`config.mk`:
```
export PLATFORM = sky130hd
export DESIGN_NAME = system_reset_state_control
export DESIGN_NICKNAME = d
export VERILOG_FILES = /design/src/rtl/sys_reset_pkg.sv /design/src/rtl/system_reset_state_control.sv
export SDC_FILE = /design/constraint.sdc
export NUM_CORES = 1
export LEC_CHECK = 0
export ABC_AREA = 1
export BUFFER_PORTS_ARGS = -buffer_cell sky130_fd_sc_hd__buf_2
export CORE_MARGIN = 2
export CORE_UTILIZATION = 47
export DETAILED_ROUTE_END_ITERATION = 10
export GPL_TIMING_DRIVEN = 0
export PLACE_DENSITY = 0.81
export SYNTH_ARGS = -nofsm -noshare
export SYNTH_HDL_FRONTEND = slang
export SYNTH_SLANG_ARGS = --single-unit
```
`constraint.sdc`:
```
create_clock -name i_sys_clk -period 2.2 [get_ports i_sys_clk]
set_clock_uncertainty 0.2 [all_clocks]
set_input_delay 0.33 -clock i_sys_clk [delete_from_list [all_inputs] [get_ports i_sys_clk]]
set_output_delay 0.33 -clock i_sys_clk [all_outputs]
set_load 0.05 [all_outputs]
```
`src/rtl/sys_reset_pkg.sv`:
```
`default_nettype none
package sys_reset_pkg;
	// Clock rates
	localparam int unsigned CLK_HZ        = 10_000_000;
	localparam int unsigned LPOSC_HZ      = 20_000_000;
	localparam int unsigned LPOSC_DIV_HZ  = 2_500_000;
	localparam int unsigned LFOSC_HZ      = 16_400;

	// Reset release synchroniser: least time, rounded up
	localparam int unsigned RELEASE_NS     = 200;
	localparam int unsigned RELEASE_CYCLES =
		(RELEASE_NS * (CLK_HZ / 1_000_000) + 999) / 1000;
	localparam logic [1:0]  RELEASE_LAST   = 2'(RELEASE_CYCLES - 1);

	// Register byte offsets
	localparam int unsigned ADR_W         = 8;
	localparam logic [7:0]  OFS_SRC_EN    = 8'h00;
	localparam logic [7:0]  OFS_STATUS    = 8'h04;
	localparam logic [7:0]  OFS_LOCK      = 8'h08;
	localparam logic [7:0]  OFS_APB_GATE  = 8'h0C;
	localparam logic [7:0]  OFS_CLK_CTRL  = 8'h10;
	localparam logic [7:0]  OFS_MOD_RST   = 8'h14;
	localparam logic [7:0]  OFS_SW_RESET  = 8'h18;

	// Reset sources (power-on is the i_rst input itself)
	localparam int unsigned N_SRC         = 4;
	localparam int unsigned SRC_VBAT      = 0;
	localparam int unsigned SRC_PIN       = 1;
	localparam int unsigned SRC_WDT       = 2;
	localparam int unsigned SRC_SW        = 3;
	localparam logic [3:0]  SRC_EN_RST    = 4'hF;
	localparam int unsigned STAT_POR      = 4;
	localparam logic [4:0]  STATUS_POR_RST = 5'h10;

	// Lock register
	localparam int unsigned LOCK_CLKRST   = 0;

	// Modules with optional per-module reset
	localparam int unsigned N_MOD         = 5;
	localparam int unsigned MOD_CPUMP     = 0;
	localparam int unsigned MOD_SERIAL0   = 1;
	localparam int unsigned MOD_DISPLAY   = 2;
	localparam int unsigned MOD_CAPTURE   = 3;
	localparam int unsigned MOD_RTC       = 4;
	localparam logic [4:0]  MOD_RST_RST   = 5'h00;

	// Peripheral-bus clock gates; watchdog and DMA crossbar stay on
	localparam int unsigned N_APB         = 16;
	localparam int unsigned APB_WDT       = 0;
	localparam int unsigned APB_DMA_XBAR  = 1;
	localparam logic [15:0] APB_GATE_RST  = 16'h0003;

	// Clock control fields
	localparam int unsigned CC_SYSCLK_LO  = 0;
	localparam int unsigned CC_WDT_EN     = 2;
	localparam int unsigned CC_WDT_CLK    = 3;
	localparam int unsigned CC_PULLUP     = 4;
	localparam logic [4:0]  CLK_CTRL_RST  = 5'h14;

	localparam logic [31:0] BOOT_ADDR     = 32'h0000_0000;

	typedef enum logic [1:0] {
		SYSCLK_LPOSC     = 2'h0,
		SYSCLK_LPOSC_DIV = 2'h1,
		SYSCLK_EXT       = 2'h2,
		SYSCLK_RSVD      = 2'h3
	} sysclk_sel_t;

	typedef enum logic {
		WDTCLK_LFOSC = 1'b0,
		WDTCLK_SYS   = 1'b1
	} wdt_clk_sel_t;

	typedef enum logic [3:0] {
		ST_RUN   = 4'h1,
		ST_HOLD  = 4'h2,
		ST_SYNC  = 4'h4,
		ST_START = 4'h8
	} rst_state_t;

	typedef struct packed {
		logic        cyc;
		logic        stb;
		logic        we;
		logic [7:0]  adr;
		logic [3:0]  sel;
		logic [31:0] dat;
	} wb_req_t;

	typedef struct packed {
		logic flash;
		logic ram;
	} ahb_clk_t;

	typedef struct packed {
		logic latch_one;
		logic open_drain;
		logic pullup_en;
	} port_ctrl_t;
endpackage
`default_nettype wire

```
`src/rtl/system_reset_state_control.sv`:
```
// Functional notes
// - Core halts on reset entry and stays halted until reset exits.
// - Registers load defaults; power-on-only bits survive other resets.
// - During reset port latches read one and outputs are open-drain.
// - Weak pull-ups enabled during reset and remain enabled afterwards.
// - Reset entry disables all interrupts and all timers.
// - Reset turns on high-speed bus clocks to flash and RAM.
// - Reset gates off peripheral clocks except watchdog and DMA crossbar.
// - No reset alters RAM contents.
// - Supply-monitor or power-on reset drives reset pin low until exit.
// - Leaving reset clears the program counter.
// - After reset system clock selects the low-power oscillator.
// - After reset watchdog enabled, clocked by low-frequency oscillator.
// - First fetch after reset comes from address zero.
// - Setting the lock bit blocks writes to reset-source registers.
// - Reset sources may optionally reset five individual modules.
// - Low-power oscillator gives 20 MHz, plus 2.5 MHz divided choice.
// - Watchdog low-frequency oscillator runs at nominal 16.4 kHz.
`default_nettype none
module system_reset_state_control (
	// Clock and power-on reset
	input  wire logic                        i_sys_clk,
	input  wire logic                        i_rst,
	// Wishbone slave
	input  wire sys_reset_pkg::wb_req_t      i_wb,
	output logic                             o_wb_ack,
	output logic [31:0]                      o_wb_dat,
	// Reset sources
	input  wire logic                        i_vbat_low,
	input  wire logic                        i_wdt_expired,
	// External reset pin, open-drain
	input  wire logic                        i_rst_pin,
	output logic                             o_rst_pin,
	output logic                             o_rst_pin_oe,
	// Core control
	output logic                             o_core_halt,
	output logic                             o_pc_clear,
	output logic [31:0]                      o_fetch_addr,
	// Reset fan-out
	output logic                             o_sys_reset,
	output logic [sys_reset_pkg::N_MOD-1:0]  o_mod_reset,
	output logic                             o_ram_write_block,
	output logic                             o_irq_disable,
	output logic                             o_timer_disable,
	// Ports
	output sys_reset_pkg::port_ctrl_t        o_port,
	// Clocks
	output sys_reset_pkg::ahb_clk_t          o_ahb_clk_en,
	output logic [sys_reset_pkg::N_APB-1:0]  o_apb_clk_en,
	output sys_reset_pkg::sysclk_sel_t       o_sysclk_sel,
	output logic                             o_wdt_en,
	output sys_reset_pkg::wdt_clk_sel_t      o_wdt_clk_sel
);

	sys_reset_pkg::rst_state_t state_reg;
	sys_reset_pkg::rst_state_t state_next;
	logic [1:0]  sync_cnt_reg;
	logic [1:0]  sync_cnt_next;
	logic        pin_drive_reg;
	logic        pin_drive_next;

	logic [3:0]  src_en_reg;
	logic [3:0]  src_en_next;
	logic [4:0]  status_reg;
	logic [4:0]  status_next;
	logic        lock_reg;
	logic        lock_next;
	logic [15:0] apb_gate_reg;
	logic [15:0] apb_gate_next;
	logic [4:0]  clk_ctrl_reg;
	logic [4:0]  clk_ctrl_next;
	logic [4:0]  mod_rst_reg;
	logic [4:0]  mod_rst_next;
	logic        sw_req_reg;
	logic        sw_req_next;
	logic        ack_reg;
	logic        ack_next;
	logic [31:0] rdat_reg;
	logic [31:0] rdat_next;

	logic [3:0]  src_raw;
	logic [3:0]  src_hit;
	logic        in_reset;
	logic        wr_go;

	// Byte-lane merge of a write into a register of up to 32 bits
	function automatic logic [31:0] lane_merge(
		input logic [31:0] old_val,
		input logic [31:0] new_val,
		input logic [3:0]  sel
	);
		logic [31:0] res;
		res = old_val;
		for (int b = 0; b < 4; b++)
		begin
			if (sel[b])
				res[b*8 +: 8] = new_val[b*8 +: 8];
		end
		return res;
	endfunction

	function automatic logic wr_hit(
		input sys_reset_pkg::wb_req_t req,
		input logic [7:0]             ofs
	);
		return req.we && (req.adr == ofs);
	endfunction

	// Own pin drive must not feed back as a pin reset
	always_comb
	begin
		src_raw = '0;
		src_raw[sys_reset_pkg::SRC_VBAT] = i_vbat_low;
		src_raw[sys_reset_pkg::SRC_PIN]  = ~i_rst_pin & ~pin_drive_reg;
		src_raw[sys_reset_pkg::SRC_WDT]  = i_wdt_expired;
		src_raw[sys_reset_pkg::SRC_SW]   = sw_req_reg;
		src_hit = src_raw & src_en_reg;
	end

	assign in_reset = (state_reg == sys_reset_pkg::ST_HOLD) ||
		(state_reg == sys_reset_pkg::ST_SYNC);
	assign wr_go = i_wb.cyc && i_wb.stb && !ack_reg && !in_reset;

	// Reset state sequencer
	always_comb
	begin
		state_next     = state_reg;
		sync_cnt_next  = sync_cnt_reg;
		pin_drive_next = pin_drive_reg;
		unique case (state_reg)
			sys_reset_pkg::ST_RUN:
			begin
				if (|src_hit)
				begin
					state_next     = sys_reset_pkg::ST_HOLD;
					pin_drive_next = src_hit[sys_reset_pkg::SRC_VBAT];
				end
			end
			sys_reset_pkg::ST_HOLD:
			begin
				if (src_hit[sys_reset_pkg::SRC_VBAT])
					pin_drive_next = 1'b1;
				if (!(|src_hit))
				begin
					state_next    = sys_reset_pkg::ST_SYNC;
					sync_cnt_next = '0;
				end
			end
			sys_reset_pkg::ST_SYNC:
			begin
				// A source returning during release restarts the hold
				if (|src_hit)
					state_next = sys_reset_pkg::ST_HOLD;
				else if (sync_cnt_reg == sys_reset_pkg::RELEASE_LAST)
					state_next = sys_reset_pkg::ST_START;
				else
					sync_cnt_next = sync_cnt_reg + 2'h1;
			end
			sys_reset_pkg::ST_START:
			begin
				state_next     = sys_reset_pkg::ST_RUN;
				pin_drive_next = 1'b0;
			end
		endcase
	end

	always_ff @(posedge i_sys_clk)
	begin
		if (i_rst)
		begin
			state_reg     <= sys_reset_pkg::ST_HOLD;
			sync_cnt_reg  <= '0;
			pin_drive_reg <= 1'b1;
		end
		else
		begin
			state_reg     <= state_next;
			sync_cnt_reg  <= sync_cnt_next;
			pin_drive_reg <= pin_drive_next;
		end
	end

	// Register file and bus answer
	always_comb
	begin
		src_en_next   = src_en_reg;
		status_next   = status_reg;
		lock_next     = lock_reg;
		apb_gate_next = apb_gate_reg;
		clk_ctrl_next = clk_ctrl_reg;
		mod_rst_next  = mod_rst_reg;
		sw_req_next   = 1'b0;
		ack_next      = i_wb.cyc && i_wb.stb && !ack_reg;
		rdat_next     = '0;
		if (wr_go)
		begin
			if (wr_hit(i_wb, sys_reset_pkg::OFS_SRC_EN) && !lock_reg)
				src_en_next = 4'(lane_merge(32'(src_en_reg), i_wb.dat,
					i_wb.sel));
			if (wr_hit(i_wb, sys_reset_pkg::OFS_MOD_RST) && !lock_reg)
				mod_rst_next = 5'(lane_merge(32'(mod_rst_reg), i_wb.dat,
					i_wb.sel));
			// Sticky until reset, so firmware cannot undo its own lock
			if (wr_hit(i_wb, sys_reset_pkg::OFS_LOCK) && i_wb.sel[0])
				lock_next = lock_reg
					| i_wb.dat[sys_reset_pkg::LOCK_CLKRST];
			if (wr_hit(i_wb, sys_reset_pkg::OFS_APB_GATE))
				apb_gate_next = 16'(lane_merge(32'(apb_gate_reg), i_wb.dat,
					i_wb.sel));
			if (wr_hit(i_wb, sys_reset_pkg::OFS_CLK_CTRL))
				clk_ctrl_next = 5'(lane_merge(32'(clk_ctrl_reg), i_wb.dat,
					i_wb.sel));
			if (wr_hit(i_wb, sys_reset_pkg::OFS_STATUS) && i_wb.sel[0])
				status_next = status_reg & ~i_wb.dat[4:0];
			if (wr_hit(i_wb, sys_reset_pkg::OFS_SW_RESET) && i_wb.sel[0]
				&& !lock_reg)
				sw_req_next = i_wb.dat[0];
		end
		// Cause capture after the clear so a new cause is never lost
		if (state_reg == sys_reset_pkg::ST_RUN)
			status_next[3:0] = status_next[3:0] | src_hit;
		if (i_wb.cyc && i_wb.stb && !ack_reg && !i_wb.we)
		begin
			unique case (i_wb.adr)
				sys_reset_pkg::OFS_SRC_EN:   rdat_next = 32'(src_en_reg);
				sys_reset_pkg::OFS_STATUS:   rdat_next = 32'(status_reg);
				sys_reset_pkg::OFS_LOCK:     rdat_next = 32'(lock_reg);
				sys_reset_pkg::OFS_APB_GATE: rdat_next = 32'(apb_gate_reg);
				sys_reset_pkg::OFS_CLK_CTRL: rdat_next = 32'(clk_ctrl_reg);
				sys_reset_pkg::OFS_MOD_RST:  rdat_next = 32'(mod_rst_reg);
				default:                     rdat_next = '0;
			endcase
		end
		// Ordinary bits held at defaults for the whole reset state
		if (in_reset)
		begin
			src_en_next   = sys_reset_pkg::SRC_EN_RST;
			lock_next     = 1'b0;
			apb_gate_next = sys_reset_pkg::APB_GATE_RST;
			clk_ctrl_next = sys_reset_pkg::CLK_CTRL_RST;
			sw_req_next   = 1'b0;
		end
	end

	always_ff @(posedge i_sys_clk)
	begin
		if (i_rst)
		begin
			src_en_reg   <= sys_reset_pkg::SRC_EN_RST;
			status_reg   <= sys_reset_pkg::STATUS_POR_RST;
			lock_reg     <= 1'b0;
			apb_gate_reg <= sys_reset_pkg::APB_GATE_RST;
			clk_ctrl_reg <= sys_reset_pkg::CLK_CTRL_RST;
			mod_rst_reg  <= sys_reset_pkg::MOD_RST_RST;
			sw_req_reg   <= 1'b0;
			ack_reg      <= 1'b0;
			rdat_reg     <= '0;
		end
		else
		begin
			src_en_reg   <= src_en_next;
			status_reg   <= status_next;
			lock_reg     <= lock_next;
			apb_gate_reg <= apb_gate_next;
			clk_ctrl_reg <= clk_ctrl_next;
			mod_rst_reg  <= mod_rst_next;
			sw_req_reg   <= sw_req_next;
			ack_reg      <= ack_next;
			rdat_reg     <= rdat_next;
		end
	end

	assign o_wb_ack = ack_reg;
	assign o_wb_dat = rdat_reg;

	assign o_rst_pin    = 1'b0;
	assign o_rst_pin_oe = pin_drive_reg;

	assign o_core_halt  = (state_reg != sys_reset_pkg::ST_RUN);
	assign o_pc_clear   = (state_reg == sys_reset_pkg::ST_START);
	assign o_fetch_addr = sys_reset_pkg::BOOT_ADDR;

	assign o_sys_reset       = in_reset;
	assign o_mod_reset       = in_reset ? mod_rst_reg : '0;
	// RAM is never cleared; writes are blocked in the hold and sync states
	assign o_ram_write_block = in_reset;
	assign o_irq_disable     = in_reset;
	assign o_timer_disable   = in_reset;

	always_comb
	begin
		o_port.latch_one  = in_reset;
		o_port.open_drain = in_reset;
		o_port.pullup_en  = clk_ctrl_reg[sys_reset_pkg::CC_PULLUP];
		o_ahb_clk_en.flash = 1'b1;
		o_ahb_clk_en.ram   = 1'b1;
	end

	assign o_apb_clk_en  = apb_gate_reg;
	// 20 MHz default, 2.5 MHz divided selectable
	assign o_sysclk_sel  = sys_reset_pkg::sysclk_sel_t'(
		clk_ctrl_reg[sys_reset_pkg::CC_SYSCLK_LO +: 2]);
	assign o_wdt_en      = clk_ctrl_reg[sys_reset_pkg::CC_WDT_EN];
	// Low-frequency oscillator is the 16.4 kHz source
	assign o_wdt_clk_sel = sys_reset_pkg::wdt_clk_sel_t'(
		clk_ctrl_reg[sys_reset_pkg::CC_WDT_CLK]);

endmodule
`default_nettype wire

```
# --- After elaboration in Yosys (flattened, before gate mapping) ---
# Cells that the tools add are included.
word_totals:
  regBits: 77
  latchBits: 0
  ramBits: 0
  rom_bits: 0
  inputBits: 52
  output_inout_bits: 103
  n_memories: 0
classes:
  n_addsub: 1
  mul: 0
  n_div: 0
  n_lt_le_gt_ge: 0
  eq_ne: 18
  shifts: 0
  muxes: 17
  bitwise: 11
  reduce_logical: 39
ops:
  columns: ["op", "n"]
  rows:
  - ["16-bit one-hot mux with 6 select lines", 1]
  - ["4-bit two-way mux", 7]
  - ["8-bit by 5-bit equality test with 1-bit output, second input constant", 3]
  - ["3-bit AND reduction", 7]
  - ["1-bit logical AND", 17]
  - ["8-bit by 4-bit equality test with 1-bit output, second input constant", 2]
  - ["4-bit one-hot mux with 4 select lines", 1]
  - ["2-bit != test, second input constant", 5]
  - ["8-bit by 3-bit equality test with 1-bit output, second input constant", 1]
  - ["8-bit zero test", 1]
  - ["4-bit OR reduction", 2]
  - ["2-bit two-way mux", 3]
  - ["5-bit bitwise AND", 1]
  - ["5-bit two-way mux", 1]
  - ["1-bit inverter", 5]
  - ["5-bit inverter", 1]
  - ["4-bit bitwise AND", 1]
  - ["4-bit by 1-bit equality test with 1-bit output, second input constant", 1]
  - ["4-bit by 2-bit equality test with 1-bit output, second input constant", 1]
  - ["4-bit by 3-bit equality test with 1-bit output, second input constant", 1]
  - ["4-bit equality test, second input constant", 1]
  - ["1-bit zero test", 4]
  - ["4-bit by 1-bit != test with 1-bit output, second input constant", 1]
  - ["4-bit OR", 1]
  - ["14 further kinds", 17]

# --- Logic depth before layout (Yosys ltp) ---
logic_depth:
  depth_word: 7
  ltp_mapped: 10
  depth_no_buf: 10

# --- Worst setup path before layout ---
# No wires, ideal clock.
synth_timing:
  path_type: "flip-flop to output port"
  from: "reg state_reg[3]"
  to: "out o_mod_reset[0] (netlist bit)"
  t_arrival_ns: 1.940
  required_ns: 1.670
  setup_slack_ns: -0.270
  path_stages_with_launch: 6
  path_buffers: 0
  cell_sequence: "dfxtp_1 > nor2_1 > nand3_2 > nand2_1 > inv_2 > nor2_1"
synth_between:
  elab_chain_cells: 3
synth_lines:
  columns: ["element", "line_no", "rtl"]
  rows:
  - ["from (decl)", "system_reset_state_control.sv:55", "sys_reset_pkg::rst_state_t state_reg;"]
  - ["from (signal assigned)", "system_reset_state_control.sv:171", "state_reg <= sys_reset_pkg::ST_HOLD;"]
  - ["from (signal assigned)", "system_reset_state_control.sv:177", "state_reg <= state_next;"]
  - ["4-bit by 2-bit equality test with 1-bit output or 4-bit by 3-bit equality test with 1-bit output (tied branches)", "system_reset_state_control.sv:120, system_reset_state_control.sv:121", null]
  - ["1-bit logical OR *", "system_reset_state_control.sv:120", "assign in_reset = (state_reg == sys_reset_pkg::ST_HOLD) ||"]
  - ["named net o_irq_disable", "system_reset_state_control.sv:43", "output logic o_irq_disable,"]
  - ["5-bit two-way mux *", "system_reset_state_control.sv:284", "assign o_mod_reset = in_reset ? mod_rst_reg : '0;"]
  - ["to (decl)", "system_reset_state_control.sv:41", "output logic [sys_reset_pkg::N_MOD-1:0] o_mod_reset,"]
# Mark *: on every way through the listed nets, which the timed path passes. The rest lies on a longest branch.

# --- Final worst setup path ---
layout_timing:
  from: "reg state_reg[1]"
  to: "out o_mod_reset[3] (netlist bit)"
layout_between:
  elab_chain_cells: 3
layout_lines:
  columns: ["element", "line_no"]
  rows:
  - ["4-bit by 2-bit equality test with 1-bit output or 4-bit by 3-bit equality test with 1-bit output (tied branches)", "system_reset_state_control.sv:120, system_reset_state_control.sv:121"]
  - ["1-bit logical OR *", "system_reset_state_control.sv:120"]
  - ["5-bit two-way mux *", "system_reset_state_control.sv:284"]
# Mark *: on every way between the ends. The rest lies on a longest branch, timed or not.

==> flow_metrics.env <==
export IMPL_grt_pass1_wl_um=13200
export IMPL_synth_area_leaders="dfxtp_1 (37%), buf_4 (13%), nand2_1 (10%), nor2_1 (8.6%), nand3_1 (7.8%)"
export IMPL_viasPerCell=4.64
export IMPL_hold_viol=0
export IMPL_syn_area_mm2=0.00327
export IMPL_syn_avg_cell_area_um2=7.04
export IMPL_final_antenna_net_count=0
export IMPL_critPathKind="register to primary output"
export IMPL_max_cap_violations=0
export IMPL_cts_root_buf="clkbuf_8"
export IMPL_hold_class="primary input to register"
export IMPL_grt_ovfl_total=0
export IMPL_rsz0062_at_grt="false"
export IMPL_setup_viol=0
export IMPL_place_inst=678
export IMPL_synth_edf_count=0
export IMPL_cts_buffers=9
export IMPL_start_kind="register"
export IMPL_place_gp_congestion=0.903
export IMPL_most_common_layout_cells="nand2_1 (89), buf_2 (84), nor2_1 (70)"
export IMPL_synth_cells=464
export IMPL_first_pass_iters=5
export IMPL_cts_tree="yes"
export IMPL_clockBufferDepth=2
export IMPL_mostFrequentLayoutCell="nand2_1"
export IMPL_post_route_min_period_ns=2.06
export IMPL_yosysSeqAreaShare_pct=37.4
export IMPL_powerDensity_mw_per_mm2=679
export IMPL_grt_max_degree=13
export IMPL_hpwl_um=6540
export IMPL_finalNetCount=665
export IMPL_clk_pin_slew_ns=0.07
export IMPL_routed_wl_um=8570
export IMPL_setup_tns_ns=0
export IMPL_clock_latency_ns=0.35
export IMPL_ys_ff_latch=61
export IMPL_critical_path_required_ns=1.67
export IMPL_synth_warning_count=0
export IMPL_async_reset_ff_share_pct=0
export IMPL_grt_pass1_vias=2873
export IMPL_die_w_um=87.4
export IMPL_area_growth_pct=31.1
export IMPL_fill_cells=611
export IMPL_antenna_found_initial=0
export IMPL_ys_types=30
export IMPL_core_area_mm2=0.00676
export IMPL_pin_count=155
export IMPL_min_period_over_period_pct=93.6
export IMPL_max_freq_ghz=0.486
export IMPL_post_dp_cell_area_mm2=0.00399
export IMPL_final_instance_count_excl_fill=697
export IMPL_drt_iter0_markers=193
export IMPL_die_area_mm2=0.00763
export IMPL_rows=30
export IMPL_insertedDiodeCount=0
export IMPL_reg2reg_slack_ns=0.38
export IMPL_slew_violations=0
export IMPL_synth_top_area_share_pct=37.4
export IMPL_drcViolationCount=0
export IMPL_crit_arrival_ns=1.53
export IMPL_vias=3235
export IMPL_status="completed"
export IMPL_cts_sinks=61
export IMPL_critPathCaptureType="primary output"
export IMPL_cp_max_fo=8
export IMPL_port_buffer_count=85
export IMPL_grt_use_total_pct=22.3
export IMPL_ys_flop_type="dfxtp_1"
export IMPL_final_area_mm2=0.00428
export IMPL_layout_drive_gt1_share_pct=32.1
export IMPL_yosysTopAreaCell="dfxtp_1"
export IMPL_initial_core_util_pct=48.4
export IMPL_power_leakage_nw=2.34
export IMPL_htreeDepth=3
export IMPL_wl_per_cell_um=12.3
export IMPL_peakVddDrop_mv=0.452
export IMPL_die_h_um=87.4
synthesized netlist by cell type, drive strengths merged, types with 2 or more instances:
master	instances
buf	64
nand3b	4
nor3	15
a21oi	10
nand2	97
o21ai	6
nor2	84
nand3	54
dfxtp	61
inv	54
conb	2
clkbuf	2
nand4	5
logic make-up (layout without fill, tap and decap cells):
group	after synthesis	count (layout)	share of synthesized area, %
adder cells (fa/ha/maj)	1	1	0.383
flip-flops	61	61	37.4
buffers and inverters	121	225	21.3
AND/OR/NAND/NOR	261	261	37.8
AO/OA/AOI/OAI	18	18	2.95
other	2	51	0.230
metrics by stage:
step                utilization (%)  setup slack [ns]  hold slack, ns  power [W]
floorplan                         -             0.142           0.219    0.00160
global placement               59.1             0.344           0.241    0.00168
detailed placement             59.1             0.308           0.250    0.00169
CTS                            63.1            0.0275         0.00389    0.00291
global route                   63.4            0.0347          0.0159    0.00300
finish                         63.4             0.141         0.00362    0.00291
routing by layer:
metal | track usage [%] | vias up | routed length [um]
met5 | 0 | - | 0
met4 | 8.67 | 0 | 113
met3 | 5.21 | 9 | 644
met2 | 38.9 | 120 | 4300
met1 | 26.2 | 1465 | 3510
li1 | - | 1641 | -
worst max-delay path, cell delays in order (launching register included):
cell,delay [ns]
dfxtp_1,0.34
nor2_1,0.17
nand2_2,0.12
nand2_4,0.13
inv_2,0.10
nor2_2,0.10
buf_4,0.20
what timing repair did:
action                     CTS  global route
hold buffers                 1             0
pin swaps                    0             1
resized for setup            6             1
buffers inserted             0             2
setup endpoints to repair    5             6
hold endpoints to repair     1             0
final timing paths:
| path | from | endpoint | cells past startpoint |
|---|---|---|---|
| max | state_reg[1] | o_mod_reset[3] | 6 |
| min | i_wb[13] | o_apb_clk_en[13] | 3 |
| max reg2reg | state_reg[1] | clk_ctrl_reg[4] | 9 |
| min reg2reg | o_rst_pin_oe | o_rst_pin_oe | 2 |
layout make-up:
cell class | count | area (um2) | share of cell area, %
well taps | 80 | 100 | 2.34
inverters | 55 | 206 | 4.82
clock inverters | 7 | 123 | 2.86
plain buffers | 66 | 489 | 11.4
repair buffers | 88 | 467 | 10.9
clock buffers | 9 | 124 | 2.89
multi-input cells | 331 | 1550 | 36.3
flip-flops and latches | 61 | 1220 | 28.5
report_power, final:
group,internal (W),switching [W],leakage [nW]
Clock,0.000757,0.000480,0.116
Sequential,0.00111,0.00000486,0.492
Combinational,0.000154,0.000404,1.73
No activity file was read; power rests on OpenSTA's default activity.
